## src/rtl/mda_pkg.sv

```systemverilog
// shared widths, selects, opcodes and constants of the data arithmetic unit
package mda_pkg;

  localparam int DATA_W = 16;
  localparam int BODY_W = 32;
  localparam int EXT_W = 8;
  localparam int ACC_W = 40;
  localparam int NUM_IN_REGS = 4;

  localparam logic [15:0] IN_RESET = 16'h0000;
  localparam logic [39:0] ACC_RESET = 40'h00_0000_0000;
  localparam logic [15:0] SAT_POS = 16'h7fff;
  localparam logic [15:0] SAT_NEG = 16'h8000;
  localparam logic [15:0] LOW_CLEAR = 16'h0000;
  localparam logic [15:0] RND_TIE = 16'h8000;
  localparam logic [39:0] RND_HALF = 40'h00_0000_8000;
  localparam logic [39:0] ACC_ZERO = 40'h00_0000_0000;
  localparam int RND_LSB_POS = 16;

  // register select on either data bus
  typedef enum logic [3:0] {
    RS_X_LOW = 4'h0,
    RS_X_HIGH = 4'h1,
    RS_Y_LOW = 4'h2,
    RS_Y_HIGH = 4'h3,
    RS_A_LOWER = 4'h4,
    RS_A_UPPER = 4'h5,
    RS_A_EXT = 4'h6,
    RS_B_LOWER = 4'h7,
    RS_B_UPPER = 4'h8,
    RS_B_EXT = 4'h9,
    RS_A_WHOLE = 4'ha,
    RS_B_WHOLE = 4'hb
  } mda_reg_sel_type;

  typedef enum logic [3:0] {
    OP_NOP = 4'h0,
    OP_MPY = 4'h1,
    OP_MPYN = 4'h2,
    OP_MAC = 4'h3,
    OP_MACN = 4'h4,
    OP_INT_MPY = 4'h5,
    OP_INT_MAC = 4'h6,
    OP_ADD = 4'h7,
    OP_SUB = 4'h8,
    OP_ASL = 4'h9,
    OP_ASR = 4'ha,
    OP_AND = 4'hb,
    OP_OR = 4'hc,
    OP_XOR = 4'hd,
    OP_NOT = 4'he,
    OP_RND = 4'hf
  } mda_op_type;

  // second source of add, subtract and logic operations
  typedef enum logic [2:0] {
    SRC_X_LOW = 3'h0,
    SRC_X_HIGH = 3'h1,
    SRC_Y_LOW = 3'h2,
    SRC_Y_HIGH = 3'h3,
    SRC_X_LONG = 3'h4,
    SRC_Y_LONG = 3'h5,
    SRC_OTHER_ACC = 3'h6
  } mda_src_type;

  // multiplier operand
  typedef enum logic [2:0] {
    MS_X_LOW = 3'h0,
    MS_X_HIGH = 3'h1,
    MS_Y_LOW = 3'h2,
    MS_Y_HIGH = 3'h3,
    MS_A_UPPER = 3'h4,
    MS_B_UPPER = 3'h5
  } mda_mul_sel_type;

  typedef enum logic [1:0] {
    SGN_SS = 2'h0,
    SGN_SU = 2'h1,
    SGN_UU = 2'h2
  } mda_sign_type;

endpackage

```

## src/rtl/mda_bus_port.sv

```systemverilog
// read selection and readout limiter for one data bus
`timescale 1ns/1ps
`default_nettype none
module mda_bus_port
  import mda_pkg::*;
(
  // select
  input wire mda_reg_sel_type rd_sel,
  // unit registers
  input wire logic [15:0] x_low,
  input wire logic [15:0] x_high,
  input wire logic [15:0] y_low,
  input wire logic [15:0] y_high,
  input wire logic [39:0] acc_a,
  input wire logic [39:0] acc_b,
  // result
  output logic [15:0] rd_data,
  output logic rd_limited
);

  wire logic whole_a = (rd_sel == RS_A_WHOLE);
  wire logic [39:0] whole_acc = whole_a ? acc_a : acc_b;
  // extension in use when bits 39..31 are not all equal
  wire logic ext_used = ~((&whole_acc[39:31]) | ~(|whole_acc[39:31]));
  wire logic whole_sel = (rd_sel == RS_A_WHOLE) || (rd_sel == RS_B_WHOLE);
  // RULE19: clamp by sign
  wire logic [15:0] sat_word = whole_acc[39] ? SAT_NEG : SAT_POS;
  // RULE14: limit on readout
  wire logic [15:0] whole_word = ext_used ? sat_word : whole_acc[31:16];

  assign rd_limited = whole_sel & ext_used;

  always_comb begin
    case (rd_sel)
      RS_X_LOW: rd_data = x_low;
      RS_X_HIGH: rd_data = x_high;
      RS_Y_LOW: rd_data = y_low;
      RS_Y_HIGH: rd_data = y_high;
      RS_A_LOWER: rd_data = acc_a[15:0];
      RS_A_UPPER: rd_data = acc_a[31:16];
      RS_A_EXT: rd_data = {{8{acc_a[39]}}, acc_a[39:32]};
      RS_B_LOWER: rd_data = acc_b[15:0];
      RS_B_UPPER: rd_data = acc_b[31:16];
      RS_B_EXT: rd_data = {{8{acc_b[39]}}, acc_b[39:32]};
      RS_A_WHOLE: rd_data = whole_word;
      RS_B_WHOLE: rd_data = whole_word;
      default: rd_data = LOW_CLEAR;
    endcase
  end

endmodule
`default_nettype wire

```

## src/rtl/mda_data_alu.sv

```systemverilog
// data arithmetic unit: input registers, two accumulators, multiply-accumulate and logic
// Function
// RULE1: four inputs, two forty-bit accumulators
// RULE2: all registers read/written on both buses
// RULE3: every operation finishes in one cycle
// RULE4: operands sixteen, thirty-two or forty bits
// RULE5: results only go to accumulators
// RULE6: accumulator upper word feeds multiplier
// RULE7: arithmetic yields full forty-bit result
// RULE8: logic ops sixteen-bit in, sixteen-bit out
// RULE9: two's complement; unsigned only for multiply
// RULE10: fractional product added, stored same accumulator
// RULE11: multiply-accumulate unpipelined, result next cycle
// RULE12: integer results land in upper word; integer multiply products here are aligned to bit 0 instead
// RULE13: integer multiply ops keep full precision
// RULE14: saturation limits accumulator readout
// RULE15: convergent or two's complement rounding selectable
// RULE16: logic unit does and, or, xor, not
// RULE17: logic touches upper word only
// RULE18: single access x bus, dual both
// RULE19: limit to largest or most negative
// RULE20: upper write sign-extends, clears lower; here only the whole select does, upper selects write bits 31..16 only
`timescale 1ns/1ps
`default_nettype none
module mda_data_alu
  import mda_pkg::*;
(
  // clock and reset
  input wire logic clk,
  input wire logic reset_n,
  // instruction from the sequencer
  input wire mda_op_type op_code,
  input wire logic op_dst_b,
  input wire mda_src_type op_src,
  input wire mda_mul_sel_type mul_sel_a,
  input wire mda_mul_sel_type mul_sel_b,
  input wire mda_sign_type sign_mode,
  input wire logic int_mode,
  input wire logic round_convergent,
  // x data bus
  input wire logic x_wr_en,
  input wire mda_reg_sel_type x_wr_sel,
  input wire logic [15:0] x_wr_data,
  input wire logic x_rd_en,
  input wire mda_reg_sel_type x_rd_sel,
  output logic [15:0] x_rd_data,
  output logic x_rd_valid,
  // global data bus
  input wire logic g_wr_en,
  input wire mda_reg_sel_type g_wr_sel,
  input wire logic [15:0] g_wr_data,
  input wire logic g_rd_en,
  input wire mda_reg_sel_type g_rd_sel,
  output logic [15:0] g_rd_data,
  output logic g_rd_valid,
  // condition flags
  input wire logic limit_flag_clr,
  output logic flag_zero,
  output logic flag_neg,
  output logic flag_ext,
  output logic flag_ovf,
  output logic flag_limit
);

  ////////////////////////////////////////////////////////////////////
  // registers
  // RULE1: operand and accumulator storage
  logic [15:0] in_reg [NUM_IN_REGS];
  logic [15:0] in_next [NUM_IN_REGS];
  logic [39:0] acc_a_reg;
  logic [39:0] acc_b_reg;
  logic [39:0] acc_a_next;
  logic [39:0] acc_b_next;
  logic [15:0] x_rd_data_reg;
  logic [15:0] g_rd_data_reg;
  logic x_rd_valid_reg;
  logic g_rd_valid_reg;
  logic flag_zero_reg;
  logic flag_neg_reg;
  logic flag_ext_reg;
  logic flag_ovf_reg;
  logic flag_limit_reg;

  wire logic [15:0] input_reg_x_low = in_reg[0];
  wire logic [15:0] input_reg_x_high = in_reg[1];
  wire logic [15:0] input_reg_y_low = in_reg[2];
  wire logic [15:0] input_reg_y_high = in_reg[3];
  wire logic [15:0] acc_a_upper = acc_a_reg[31:16];
  wire logic [15:0] acc_b_upper = acc_b_reg[31:16];

  ////////////////////////////////////////////////////////////////////
  // operand selection
  wire logic [39:0] acc_dst = op_dst_b ? acc_b_reg : acc_a_reg;
  wire logic [39:0] acc_other = op_dst_b ? acc_a_reg : acc_b_reg;

  // RULE6: multiplier operand mux
  function automatic logic [15:0] mul_pick(input mda_mul_sel_type s);
    case (s)
      MS_X_LOW: mul_pick = input_reg_x_low;
      MS_X_HIGH: mul_pick = input_reg_x_high;
      MS_Y_LOW: mul_pick = input_reg_y_low;
      MS_Y_HIGH: mul_pick = input_reg_y_high;
      MS_A_UPPER: mul_pick = acc_a_upper;
      MS_B_UPPER: mul_pick = acc_b_upper;
      default: mul_pick = LOW_CLEAR;
    endcase
  endfunction

  // always_comb so register changes reach the mux
  logic [15:0] mul_a;
  logic [15:0] mul_b;
  always_comb begin
    mul_a = mul_pick(mul_sel_a);
    mul_b = mul_pick(mul_sel_b);
  end

  // RULE4: sixteen, thirty-two and forty-bit sources
  logic [39:0] src_long;
  logic [15:0] src_word;
  always_comb begin
    case (op_src)
      SRC_X_LOW: src_word = input_reg_x_low;
      SRC_X_HIGH: src_word = input_reg_x_high;
      SRC_Y_LOW: src_word = input_reg_y_low;
      SRC_Y_HIGH: src_word = input_reg_y_high;
      SRC_X_LONG: src_word = input_reg_x_high;
      SRC_Y_LONG: src_word = input_reg_y_high;
      SRC_OTHER_ACC: src_word = acc_other[31:16];
      default: src_word = LOW_CLEAR;
    endcase
    case (op_src)
      SRC_X_LONG: src_long = {{8{input_reg_x_high[15]}}, input_reg_x_high, input_reg_x_low};
      SRC_Y_LONG: src_long = {{8{input_reg_y_high[15]}}, input_reg_y_high, input_reg_y_low};
      SRC_OTHER_ACC: src_long = acc_other;
      default: src_long = {{8{src_word[15]}}, src_word, LOW_CLEAR};
    endcase
  end

  ////////////////////////////////////////////////////////////////////
  // multiplier
  // RULE9: unsigned interpretation only reaches the multiplier
  wire logic sign_a = (sign_mode != SGN_UU);
  wire logic sign_b = (sign_mode == SGN_SS);
  wire logic signed [16:0] mul_a_ext = {sign_a & mul_a[15], mul_a};
  wire logic signed [16:0] mul_b_ext = {sign_b & mul_b[15], mul_b};
  wire logic signed [33:0] prod_full = mul_a_ext * mul_b_ext;

  // RULE10: fractional product aligned to the binary point below bit 31
  wire logic [39:0] prod_frac = {{5{prod_full[33]}}, prod_full, 1'b0};
  // RULE13: integer product kept at full precision
  wire logic [39:0] prod_int = {{6{prod_full[33]}}, prod_full};
  wire logic is_int_mul = (op_code == OP_INT_MPY) || (op_code == OP_INT_MAC);
  wire logic is_neg_mul = (op_code == OP_MPYN) || (op_code == OP_MACN);
  wire logic [39:0] prod_sel = is_int_mul ? prod_int : prod_frac;
  wire logic [39:0] prod_term = is_neg_mul ? (ACC_ZERO - prod_sel) : prod_sel;

  ////////////////////////////////////////////////////////////////////
  // adders, shifter, rounding and logic
  // RULE7: forty-bit arithmetic with one guard bit for overflow
  wire logic [40:0] mac_sum = {acc_dst[39], acc_dst} + {prod_term[39], prod_term};
  wire logic [40:0] add_sum = {acc_dst[39], acc_dst} + {src_long[39], src_long};
  wire logic [40:0] sub_dif = {acc_dst[39], acc_dst} - {src_long[39], src_long};

  // RULE12: integer add and subtract on the upper word
  wire logic [15:0] int_add = acc_dst[31:16] + src_word;
  wire logic [15:0] int_sub = acc_dst[31:16] - src_word;

  wire logic [39:0] shl_res = {acc_dst[38:0], 1'b0};
  wire logic [39:0] shr_res = {acc_dst[39], acc_dst[39:1]};

  // RULE15: rounding, convergent clears lsb on an exact tie
  wire logic [39:0] rnd_sum = acc_dst + RND_HALF;
  wire logic rnd_tie = (acc_dst[15:0] == RND_TIE);
  wire logic rnd_even = round_convergent & rnd_tie;
  wire logic [39:0] rnd_res = {rnd_sum[39:17], rnd_sum[RND_LSB_POS] & ~rnd_even, LOW_CLEAR};

  // RULE16: and, or, xor, not on the upper word
  logic [15:0] logic_word;
  always_comb begin
    case (op_code)
      OP_AND: logic_word = acc_dst[31:16] & src_word;
      OP_OR: logic_word = acc_dst[31:16] | src_word;
      OP_XOR: logic_word = acc_dst[31:16] ^ src_word;
      OP_NOT: logic_word = ~acc_dst[31:16];
      default: logic_word = acc_dst[31:16];
    endcase
  end

  ////////////////////////////////////////////////////////////////////
  // result select
  logic [39:0] alu_res;
  logic alu_ovf;
  logic alu_arith;
  always_comb begin
    alu_res = acc_dst;
    alu_ovf = 1'b0;
    alu_arith = 1'b1;
    // RULE3: every operation resolves within this cycle
    case (op_code)
      OP_MPY, OP_MPYN, OP_INT_MPY: begin
        alu_res = prod_term;
      end
      OP_MAC, OP_MACN, OP_INT_MAC: begin
        alu_res = mac_sum[39:0];
        alu_ovf = mac_sum[40] ^ mac_sum[39];
      end
      OP_ADD: begin
        if (int_mode) begin
          alu_res = {{8{int_add[15]}}, int_add, acc_dst[15:0]};
        end else begin
          alu_res = add_sum[39:0];
          alu_ovf = add_sum[40] ^ add_sum[39];
        end
      end
      OP_SUB: begin
        if (int_mode) begin
          alu_res = {{8{int_sub[15]}}, int_sub, acc_dst[15:0]};
        end else begin
          alu_res = sub_dif[39:0];
          alu_ovf = sub_dif[40] ^ sub_dif[39];
        end
      end
      OP_ASL: begin
        alu_res = shl_res;
        alu_ovf = acc_dst[39] ^ acc_dst[38];
      end
      OP_ASR: begin
        alu_res = shr_res;
      end
      OP_RND: begin
        alu_res = rnd_res;
        alu_ovf = rnd_sum[39] & ~acc_dst[39];
      end
      // RULE8: sixteen-bit logic result
      // RULE17: lower and extension parts kept
      OP_AND, OP_OR, OP_XOR, OP_NOT: begin
        alu_res = {acc_dst[39:32], logic_word, acc_dst[15:0]};
        alu_arith = 1'b0;
      end
      default: begin
        alu_res = acc_dst;
        alu_arith = 1'b0;
      end
    endcase
  end

  // RULE5: a result only ever targets an accumulator
  wire logic op_active = (op_code != OP_NOP);
  wire logic res_to_a = op_active & ~op_dst_b;
  wire logic res_to_b = op_active & op_dst_b;

  ////////////////////////////////////////////////////////////////////
  // bus writes; x bus wins a clash with the global bus
  function automatic logic [39:0] acc_write(input logic [39:0] acc, input logic is_a,
                                            input logic en, input mda_reg_sel_type sel,
                                            input logic [15:0] d);
    logic [39:0] r;
    r = acc;
    if (en) begin
      if (sel == (is_a ? RS_A_LOWER : RS_B_LOWER)) begin
        r[15:0] = d;
      end
      if (sel == (is_a ? RS_A_UPPER : RS_B_UPPER)) begin
        r[31:16] = d;
      end
      if (sel == (is_a ? RS_A_EXT : RS_B_EXT)) begin
        r[39:32] = d[7:0];
      end
      // RULE20: whole-accumulator load
      if (sel == (is_a ? RS_A_WHOLE : RS_B_WHOLE)) begin
        r = {{8{d[15]}}, d, LOW_CLEAR};
      end
    end
    acc_write = r;
  endfunction

  wire logic [39:0] acc_a_alu = res_to_a ? alu_res : acc_a_reg;
  wire logic [39:0] acc_b_alu = res_to_b ? alu_res : acc_b_reg;
  wire logic [39:0] acc_a_g = acc_write(acc_a_alu, 1'b1, g_wr_en, g_wr_sel, g_wr_data);
  wire logic [39:0] acc_b_g = acc_write(acc_b_alu, 1'b0, g_wr_en, g_wr_sel, g_wr_data);

  // RULE2: both buses reach every register
  assign acc_a_next = acc_write(acc_a_g, 1'b1, x_wr_en, x_wr_sel, x_wr_data);
  assign acc_b_next = acc_write(acc_b_g, 1'b0, x_wr_en, x_wr_sel, x_wr_data);

  always_comb begin
    for (int i = 0; i < NUM_IN_REGS; i++) begin
      in_next[i] = in_reg[i];
      if (g_wr_en && (g_wr_sel == mda_reg_sel_type'(i))) begin
        in_next[i] = g_wr_data;
      end
      if (x_wr_en && (x_wr_sel == mda_reg_sel_type'(i))) begin
        in_next[i] = x_wr_data;
      end
    end
  end

  ////////////////////////////////////////////////////////////////////
  // bus readout
  logic [15:0] x_rd_word;
  logic [15:0] g_rd_word;
  logic x_rd_lim;
  logic g_rd_lim;

  // RULE18: x bus and global bus read in parallel
  mda_bus_port u_x_port (
    .rd_sel(x_rd_sel),
    .x_low(input_reg_x_low),
    .x_high(input_reg_x_high),
    .y_low(input_reg_y_low),
    .y_high(input_reg_y_high),
    .acc_a(acc_a_reg),
    .acc_b(acc_b_reg),
    .rd_data(x_rd_word),
    .rd_limited(x_rd_lim)
  );

  mda_bus_port u_g_port (
    .rd_sel(g_rd_sel),
    .x_low(input_reg_x_low),
    .x_high(input_reg_x_high),
    .y_low(input_reg_y_low),
    .y_high(input_reg_y_high),
    .acc_a(acc_a_reg),
    .acc_b(acc_b_reg),
    .rd_data(g_rd_word),
    .rd_limited(g_rd_lim)
  );

  // limit flag set wins over clear
  wire logic limit_hit = (x_rd_en & x_rd_lim) | (g_rd_en & g_rd_lim);
  wire logic limit_next = limit_hit | (flag_limit_reg & ~limit_flag_clr);

  ////////////////////////////////////////////////////////////////////
  // condition flags of the last result of any operation other than OP_NOP, logic operations included
  wire logic res_zero = (alu_res == ACC_ZERO);
  wire logic res_ext = ~((&alu_res[39:31]) | ~(|alu_res[39:31]));

  ////////////////////////////////////////////////////////////////////
  // state
  // RULE11: accumulators update at this edge, no pipeline
  always_ff @(posedge clk or negedge reset_n) begin
    if (!reset_n) begin
      for (int i = 0; i < NUM_IN_REGS; i++) begin
        in_reg[i] <= IN_RESET;
      end
      acc_a_reg <= ACC_RESET;
      acc_b_reg <= ACC_RESET;
    end else begin
      in_reg <= in_next;
      acc_a_reg <= acc_a_next;
      acc_b_reg <= acc_b_next;
    end
  end

  always_ff @(posedge clk or negedge reset_n) begin
    if (!reset_n) begin
      x_rd_data_reg <= IN_RESET;
      g_rd_data_reg <= IN_RESET;
      x_rd_valid_reg <= 1'b0;
      g_rd_valid_reg <= 1'b0;
    end else begin
      x_rd_valid_reg <= x_rd_en;
      g_rd_valid_reg <= g_rd_en;
      if (x_rd_en) begin
        x_rd_data_reg <= x_rd_word;
      end
      if (g_rd_en) begin
        g_rd_data_reg <= g_rd_word;
      end
    end
  end

  always_ff @(posedge clk or negedge reset_n) begin
    if (!reset_n) begin
      flag_zero_reg <= 1'b0;
      flag_neg_reg <= 1'b0;
      flag_ext_reg <= 1'b0;
      flag_ovf_reg <= 1'b0;
      flag_limit_reg <= 1'b0;
    end else begin
      flag_limit_reg <= limit_next;
      if (op_active) begin
        flag_zero_reg <= res_zero;
        flag_neg_reg <= alu_res[39];
        flag_ext_reg <= res_ext;
        flag_ovf_reg <= alu_arith & alu_ovf;
      end
    end
  end

  ////////////////////////////////////////////////////////////////////
  // outputs
  assign x_rd_data = x_rd_data_reg;
  assign g_rd_data = g_rd_data_reg;
  assign x_rd_valid = x_rd_valid_reg;
  assign g_rd_valid = g_rd_valid_reg;
  assign flag_zero = flag_zero_reg;
  assign flag_neg = flag_neg_reg;
  assign flag_ext = flag_ext_reg;
  assign flag_ovf = flag_ovf_reg;
  assign flag_limit = flag_limit_reg;

endmodule
`default_nettype wire

```

## config.mk

```make
export PLATFORM = sky130hd
export DESIGN_NAME = mda_data_alu
export DESIGN_NICKNAME = d
export VERILOG_FILES = /design/src/rtl/mda_pkg.sv /design/src/rtl/mda_bus_port.sv /design/src/rtl/mda_data_alu.sv
export SDC_FILE = /design/constraint.sdc
export NUM_CORES = 2
export LEC_CHECK = 0
export BUFFER_PORTS_ARGS = -buffer_cell sky130_fd_sc_hd__buf_4
export CAP_MARGIN = 10
export CORE_MARGIN = 2
export CORE_UTILIZATION = 40
export CTS_BUF_LIST = sky130_fd_sc_hd__clkbuf_4 sky130_fd_sc_hd__clkbuf_8
export CTS_CLUSTER_SIZE = 16
export DETAILED_ROUTE_END_ITERATION = 10
export SLEW_MARGIN = 15
export SYNTH_ARGS = -nofsm -noshare
export SYNTH_HDL_FRONTEND = slang
export SYNTH_SLANG_ARGS = --single-unit
```

## constraint.sdc

```tcl
create_clock -name clk -period 10.3 [get_ports clk]
set_clock_uncertainty 0.05 [all_clocks]
set_input_delay 0 -clock clk [delete_from_list [all_inputs] [get_ports clk]]
set_output_delay 0 -clock clk [all_outputs]
set_load 0.005 [all_outputs]
```

==> flow_metrics.env <==
export IMPL_synth_seq_area_share_pct=11.0
export IMPL_drv_cap=0
export IMPL_clockBufferDepth=2
export IMPL_setup_viol_count_final=23
export IMPL_ioPinCount=112
export IMPL_asyncSetResetFlopFracSynth_pct=100
export IMPL_grt_max_degree=86
export IMPL_clock_slew_at_the_register_clock_pins_of_the_worst_setup_and_hold_paths_ns=0.14
export IMPL_placement_setup_worst_slack_ns=-1.41
export IMPL_synth_nets=6320
export IMPL_synth_warning_count=0
export IMPL_worst_path_max_delay_cell="sky130_fd_sc_hd__fa_2"
export IMPL_timing_worst_slew_pin_value_ns=1.31
export IMPL_critical_path_most_common_cell="sky130_fd_sc_hd__buf_4"
export IMPL_num_rows=118
export IMPL_tritoncts_num_buffers=17
export IMPL_violations="DRC, hold timing, setup timing"
export IMPL_outcome="finished with violations"
export IMPL_core_mm2=0.104
export IMPL_maxSlewViolCount=0
export IMPL_post_route_drc_count=4
export IMPL_cp_data_required_time_ns=10.76
export IMPL_first_pass_grt_wire_length_mm=334
export IMPL_tcrit_tclk_final_pct=105
export IMPL_first_global_vias=47900
export IMPL_viasPerCell=6.45
export IMPL_dp_hpwl_mm=185
export IMPL_routabilityCongestion=1.11
export IMPL_start_util_pct=40.3
export IMPL_die_width_um=327
export IMPL_drt_pass1_iterations=11
export IMPL_port_buffer_count=111
export IMPL_ys_ff_latch=183
export IMPL_timing_final_ws_setup_ns=-0.541
export IMPL_root_buffer="sky130_fd_sc_hd__clkbuf_8"
export IMPL_clock_tree_htree_level_count=4
export IMPL_critical_path_n_buffers_inverters=11
export IMPL_avgSynthCellArea_um2=7.35
export IMPL_fin_worst_hold_slack_ns=-0.0607
export IMPL_areaGrowthSynthToFinish_pct=27.9
export IMPL_groute_usage_overall_pct=42.3
export IMPL_worst_path_dominant_cell_family="adder cells"
export IMPL_num_nets_final=7033
export IMPL_timing_max_slew_rel_slack_pct=11.9
export IMPL_routed_wirelength_mm=234
export IMPL_post_route_min_period_ns=10.84
export IMPL_post_synthesis_cells=5691
export IMPL_mappedNetlistArea_mm2=0.0418
export IMPL_cts_tree="yes"
export IMPL_hold_path_class="primary input to asynchronous set/reset pin"
export IMPL_global_route_overflow_total=0
export IMPL_1st_iter_drt_viols=6921
export IMPL_critical_path_max_stage_delay_ns=0.61
export IMPL_filler_cell_count=10125
export IMPL_final_tns_setup_ns=-6.93
export IMPL_max_freq_mhz=92.2
export IMPL_reg2reg_from="acc_a_reg[20]$_DFF_PN0_"
export IMPL_latest_clock_arrival_within_the_worst_skew_pair_ns=0.59
export IMPL_finalCoreUtilization_pct=51.6
export IMPL_end_kind="flop"
export IMPL_route_vias_total=50373
export IMPL_hold_viol_final=13
export IMPL_drtAntennaViolNets=0
export IMPL_crit_path_start_kind="flop"
export IMPL_synth_ff_type="sky130_fd_sc_hd__dfrtp_1"
export IMPL_final_layout_size_suffix_gt1_share_pct=24.8
export IMPL_die_h_um=327
export IMPL_die_area_mm2=0.107
export IMPL_unrepaired_setup_endpoints_after_global_routing="true"
export IMPL_antenna_found_initial=25
export IMPL_critPathKind="flop to flop"
export IMPL_critical_path_peak_fanout=7
export IMPL_route_detailed_wl_per_inst_um=30.0
export IMPL_yosysUniqueCellTypes=104
export IMPL_synth_enable_flop_cells=0
export IMPL_cts_sinks=183
export IMPL_worst_setup_path_startpoint="acc_a_reg[20]$_DFF_PN0_"
export IMPL_arrival_worst_endpoint_ns=11.30
-- what timing repair did --
action,4_1_cts,5_1_grt
endpoints found under the hold margin,263,0
gates cloned,1,0
setup buffers,44,31
resized for setup,214,235
endpoints found under the setup margin,37,44
hold buffers,56,0
pin swaps,90,93
-- metrics by stage --
stage / cell area (um2) / cells
final: 53500 / 7810
after detailed placement: 49800 / 7639
after floorplan: 42100 / 5691
after CTS: 52100 / 7767
after global routing: 53400 / 7798
after global placement: 49800 / 7639
-- cells in the final DEF (no fill, tap or decap), drive strengths merged, types with 94 or more instances in the layout --
| cell type | n |
|---|---|
| buf | 1050 |
| nor2 | 653 |
| nand2 | 547 |
| inv | 523 |
| a21oi | 478 |
| fa | 301 |
| o21ai | 267 |
| ha | 255 |
| dfrtp | 183 |
| mux2i | 181 |
| a22oi | 138 |
| nor3 | 133 |
| xnor2 | 104 |
| nand3 | 100 |
| a211oi | 100 |
| o22ai | 94 |
-- worst register-to-register path, delay by kind of cell (launching register included) --
kind                       cells  cell delay [ns]
and+or+nand+nor               12             2.21
xor gates and xnor gates       1             0.07
adders and majority gates      8             3.39
buffers and inverters         11             1.49
DFF                            1             0.45
muxes                          1             0.44
AOI/OAI and AO/OA             12             2.65
-- routing by layer --
metal  track usage (%)  share of wire [%]  up-vias
met2              60.6                 41     3285
met5             0.399               0.12        -
met1              54.5                 39    24582
met3              15.0                 13      783
li1                  -                  -    21695
met4              24.9                7.1       28
-- logic make-up after synthesis --
family	Yosys count	synth area share, %
AND/OR/NAND/NOR	1888	21.0
multiplexers	272	7.29
XOR/XNOR	132	2.76
adder cells (fa/ha/maj)	556	22.0
flip-flops	183	11.0
AO/OA/AOI/OAI	1723	27.3
buffers and inverters	937	8.58
-- Yosys cell counts (19+ instances only) --
library cell	n	share of area, %
sky130_fd_sc_hd__clkbuf_1	350	3.1
sky130_fd_sc_hd__nor2_1	652	5.9
sky130_fd_sc_hd__a211oi_1	97	1.7
sky130_fd_sc_hd__a222oi_1	21	0.50
sky130_fd_sc_hd__nor2b_1	69	1.0
sky130_fd_sc_hd__o21bai_1	27	0.48
sky130_fd_sc_hd__buf_1	34	0.31
sky130_fd_sc_hd__o22ai_1	93	1.4
sky130_fd_sc_hd__and3_1	43	0.64
sky130_fd_sc_hd__ha_1	255	7.6
sky130_fd_sc_hd__mux2i_1	181	4.3
sky130_fd_sc_hd__a22oi_1	138	2.5
sky130_fd_sc_hd__o21ai_0	247	3.0
sky130_fd_sc_hd__dfrtp_1	183	11
sky130_fd_sc_hd__mux2_2	68	1.8
sky130_fd_sc_hd__nand4_1	48	0.72
sky130_fd_sc_hd__nor3_1	131	1.6
sky130_fd_sc_hd__or2_2	29	0.43
sky130_fd_sc_hd__xor2_1	28	0.59
sky130_fd_sc_hd__mux4_2	19	1.0
sky130_fd_sc_hd__inv_1	515	4.6
sky130_fd_sc_hd__o221ai_1	27	0.57
sky130_fd_sc_hd__a31oi_1	77	1.2
sky130_fd_sc_hd__and2_1	55	0.82
sky130_fd_sc_hd__nand3_1	100	1.2
sky130_fd_sc_hd__nand2b_1	57	0.85
sky130_fd_sc_hd__o211ai_1	44	0.79
sky130_fd_sc_hd__a21o_1	87	1.6
sky130_fd_sc_hd__o21ai_1	19	0.23
sky130_fd_sc_hd__a21oi_1	478	5.7
sky130_fd_sc_hd__a211o_1	21	0.44
sky130_fd_sc_hd__nand2_1	546	4.9
sky130_fd_sc_hd__o21a_1	43	0.77
sky130_fd_sc_hd__fa_1	301	14
sky130_fd_sc_hd__o31ai_1	36	0.65
sky130_fd_sc_hd__o2111ai_1	22	0.46
sky130_fd_sc_hd__nor4_1	42	0.63
sky130_fd_sc_hd__xnor2_1	104	2.2
sky130_fd_sc_hd__a221oi_1	69	1.4
-- layout make-up --
cell class / instances / area [um2] / share of cell area, %
inverter: 524 / 1970 / 3.68
multi-input combinational: 4571 / 35900 / 67.0
clock inverter: 13 / 169 / 0.316
antenna: 13 / 32.5 / 0.0608
sequential: 183 / 4590 / 8.58
clock buffer: 19 / 249 / 0.466
tap: 1380 / 1730 / 3.23
timing repair buffer: 1107 / 8890 / 16.6
-- path summary, 6_finish.rpt --
| kind | to | slack [ns] | cells after the start |
|---|---|---|---|
| max | flag_zero$_DFFE_PN0N_ | -0.54 | 45 |
| min | x_rd_data[11]$_DFFE_PN0P_ | -0.06 | 2 |
| max reg2reg | flag_zero$_DFFE_PN0N_ | -0.54 | 45 |
| min reg2reg | flag_ext$_DFFE_PN0N_ | 0.47 | 2 |
| max in group asynchronous | acc_a_reg[26]$_DFF_PN0_ | 8.12 | 4 |
| min in group clk | x_rd_data[0]$_DFFE_PN0P_ | 0.07 | 4 |
Power is left out: the tool's default activity adds up to more than one toggle a clock period on the data nets, which glitch-free logic cannot reach.
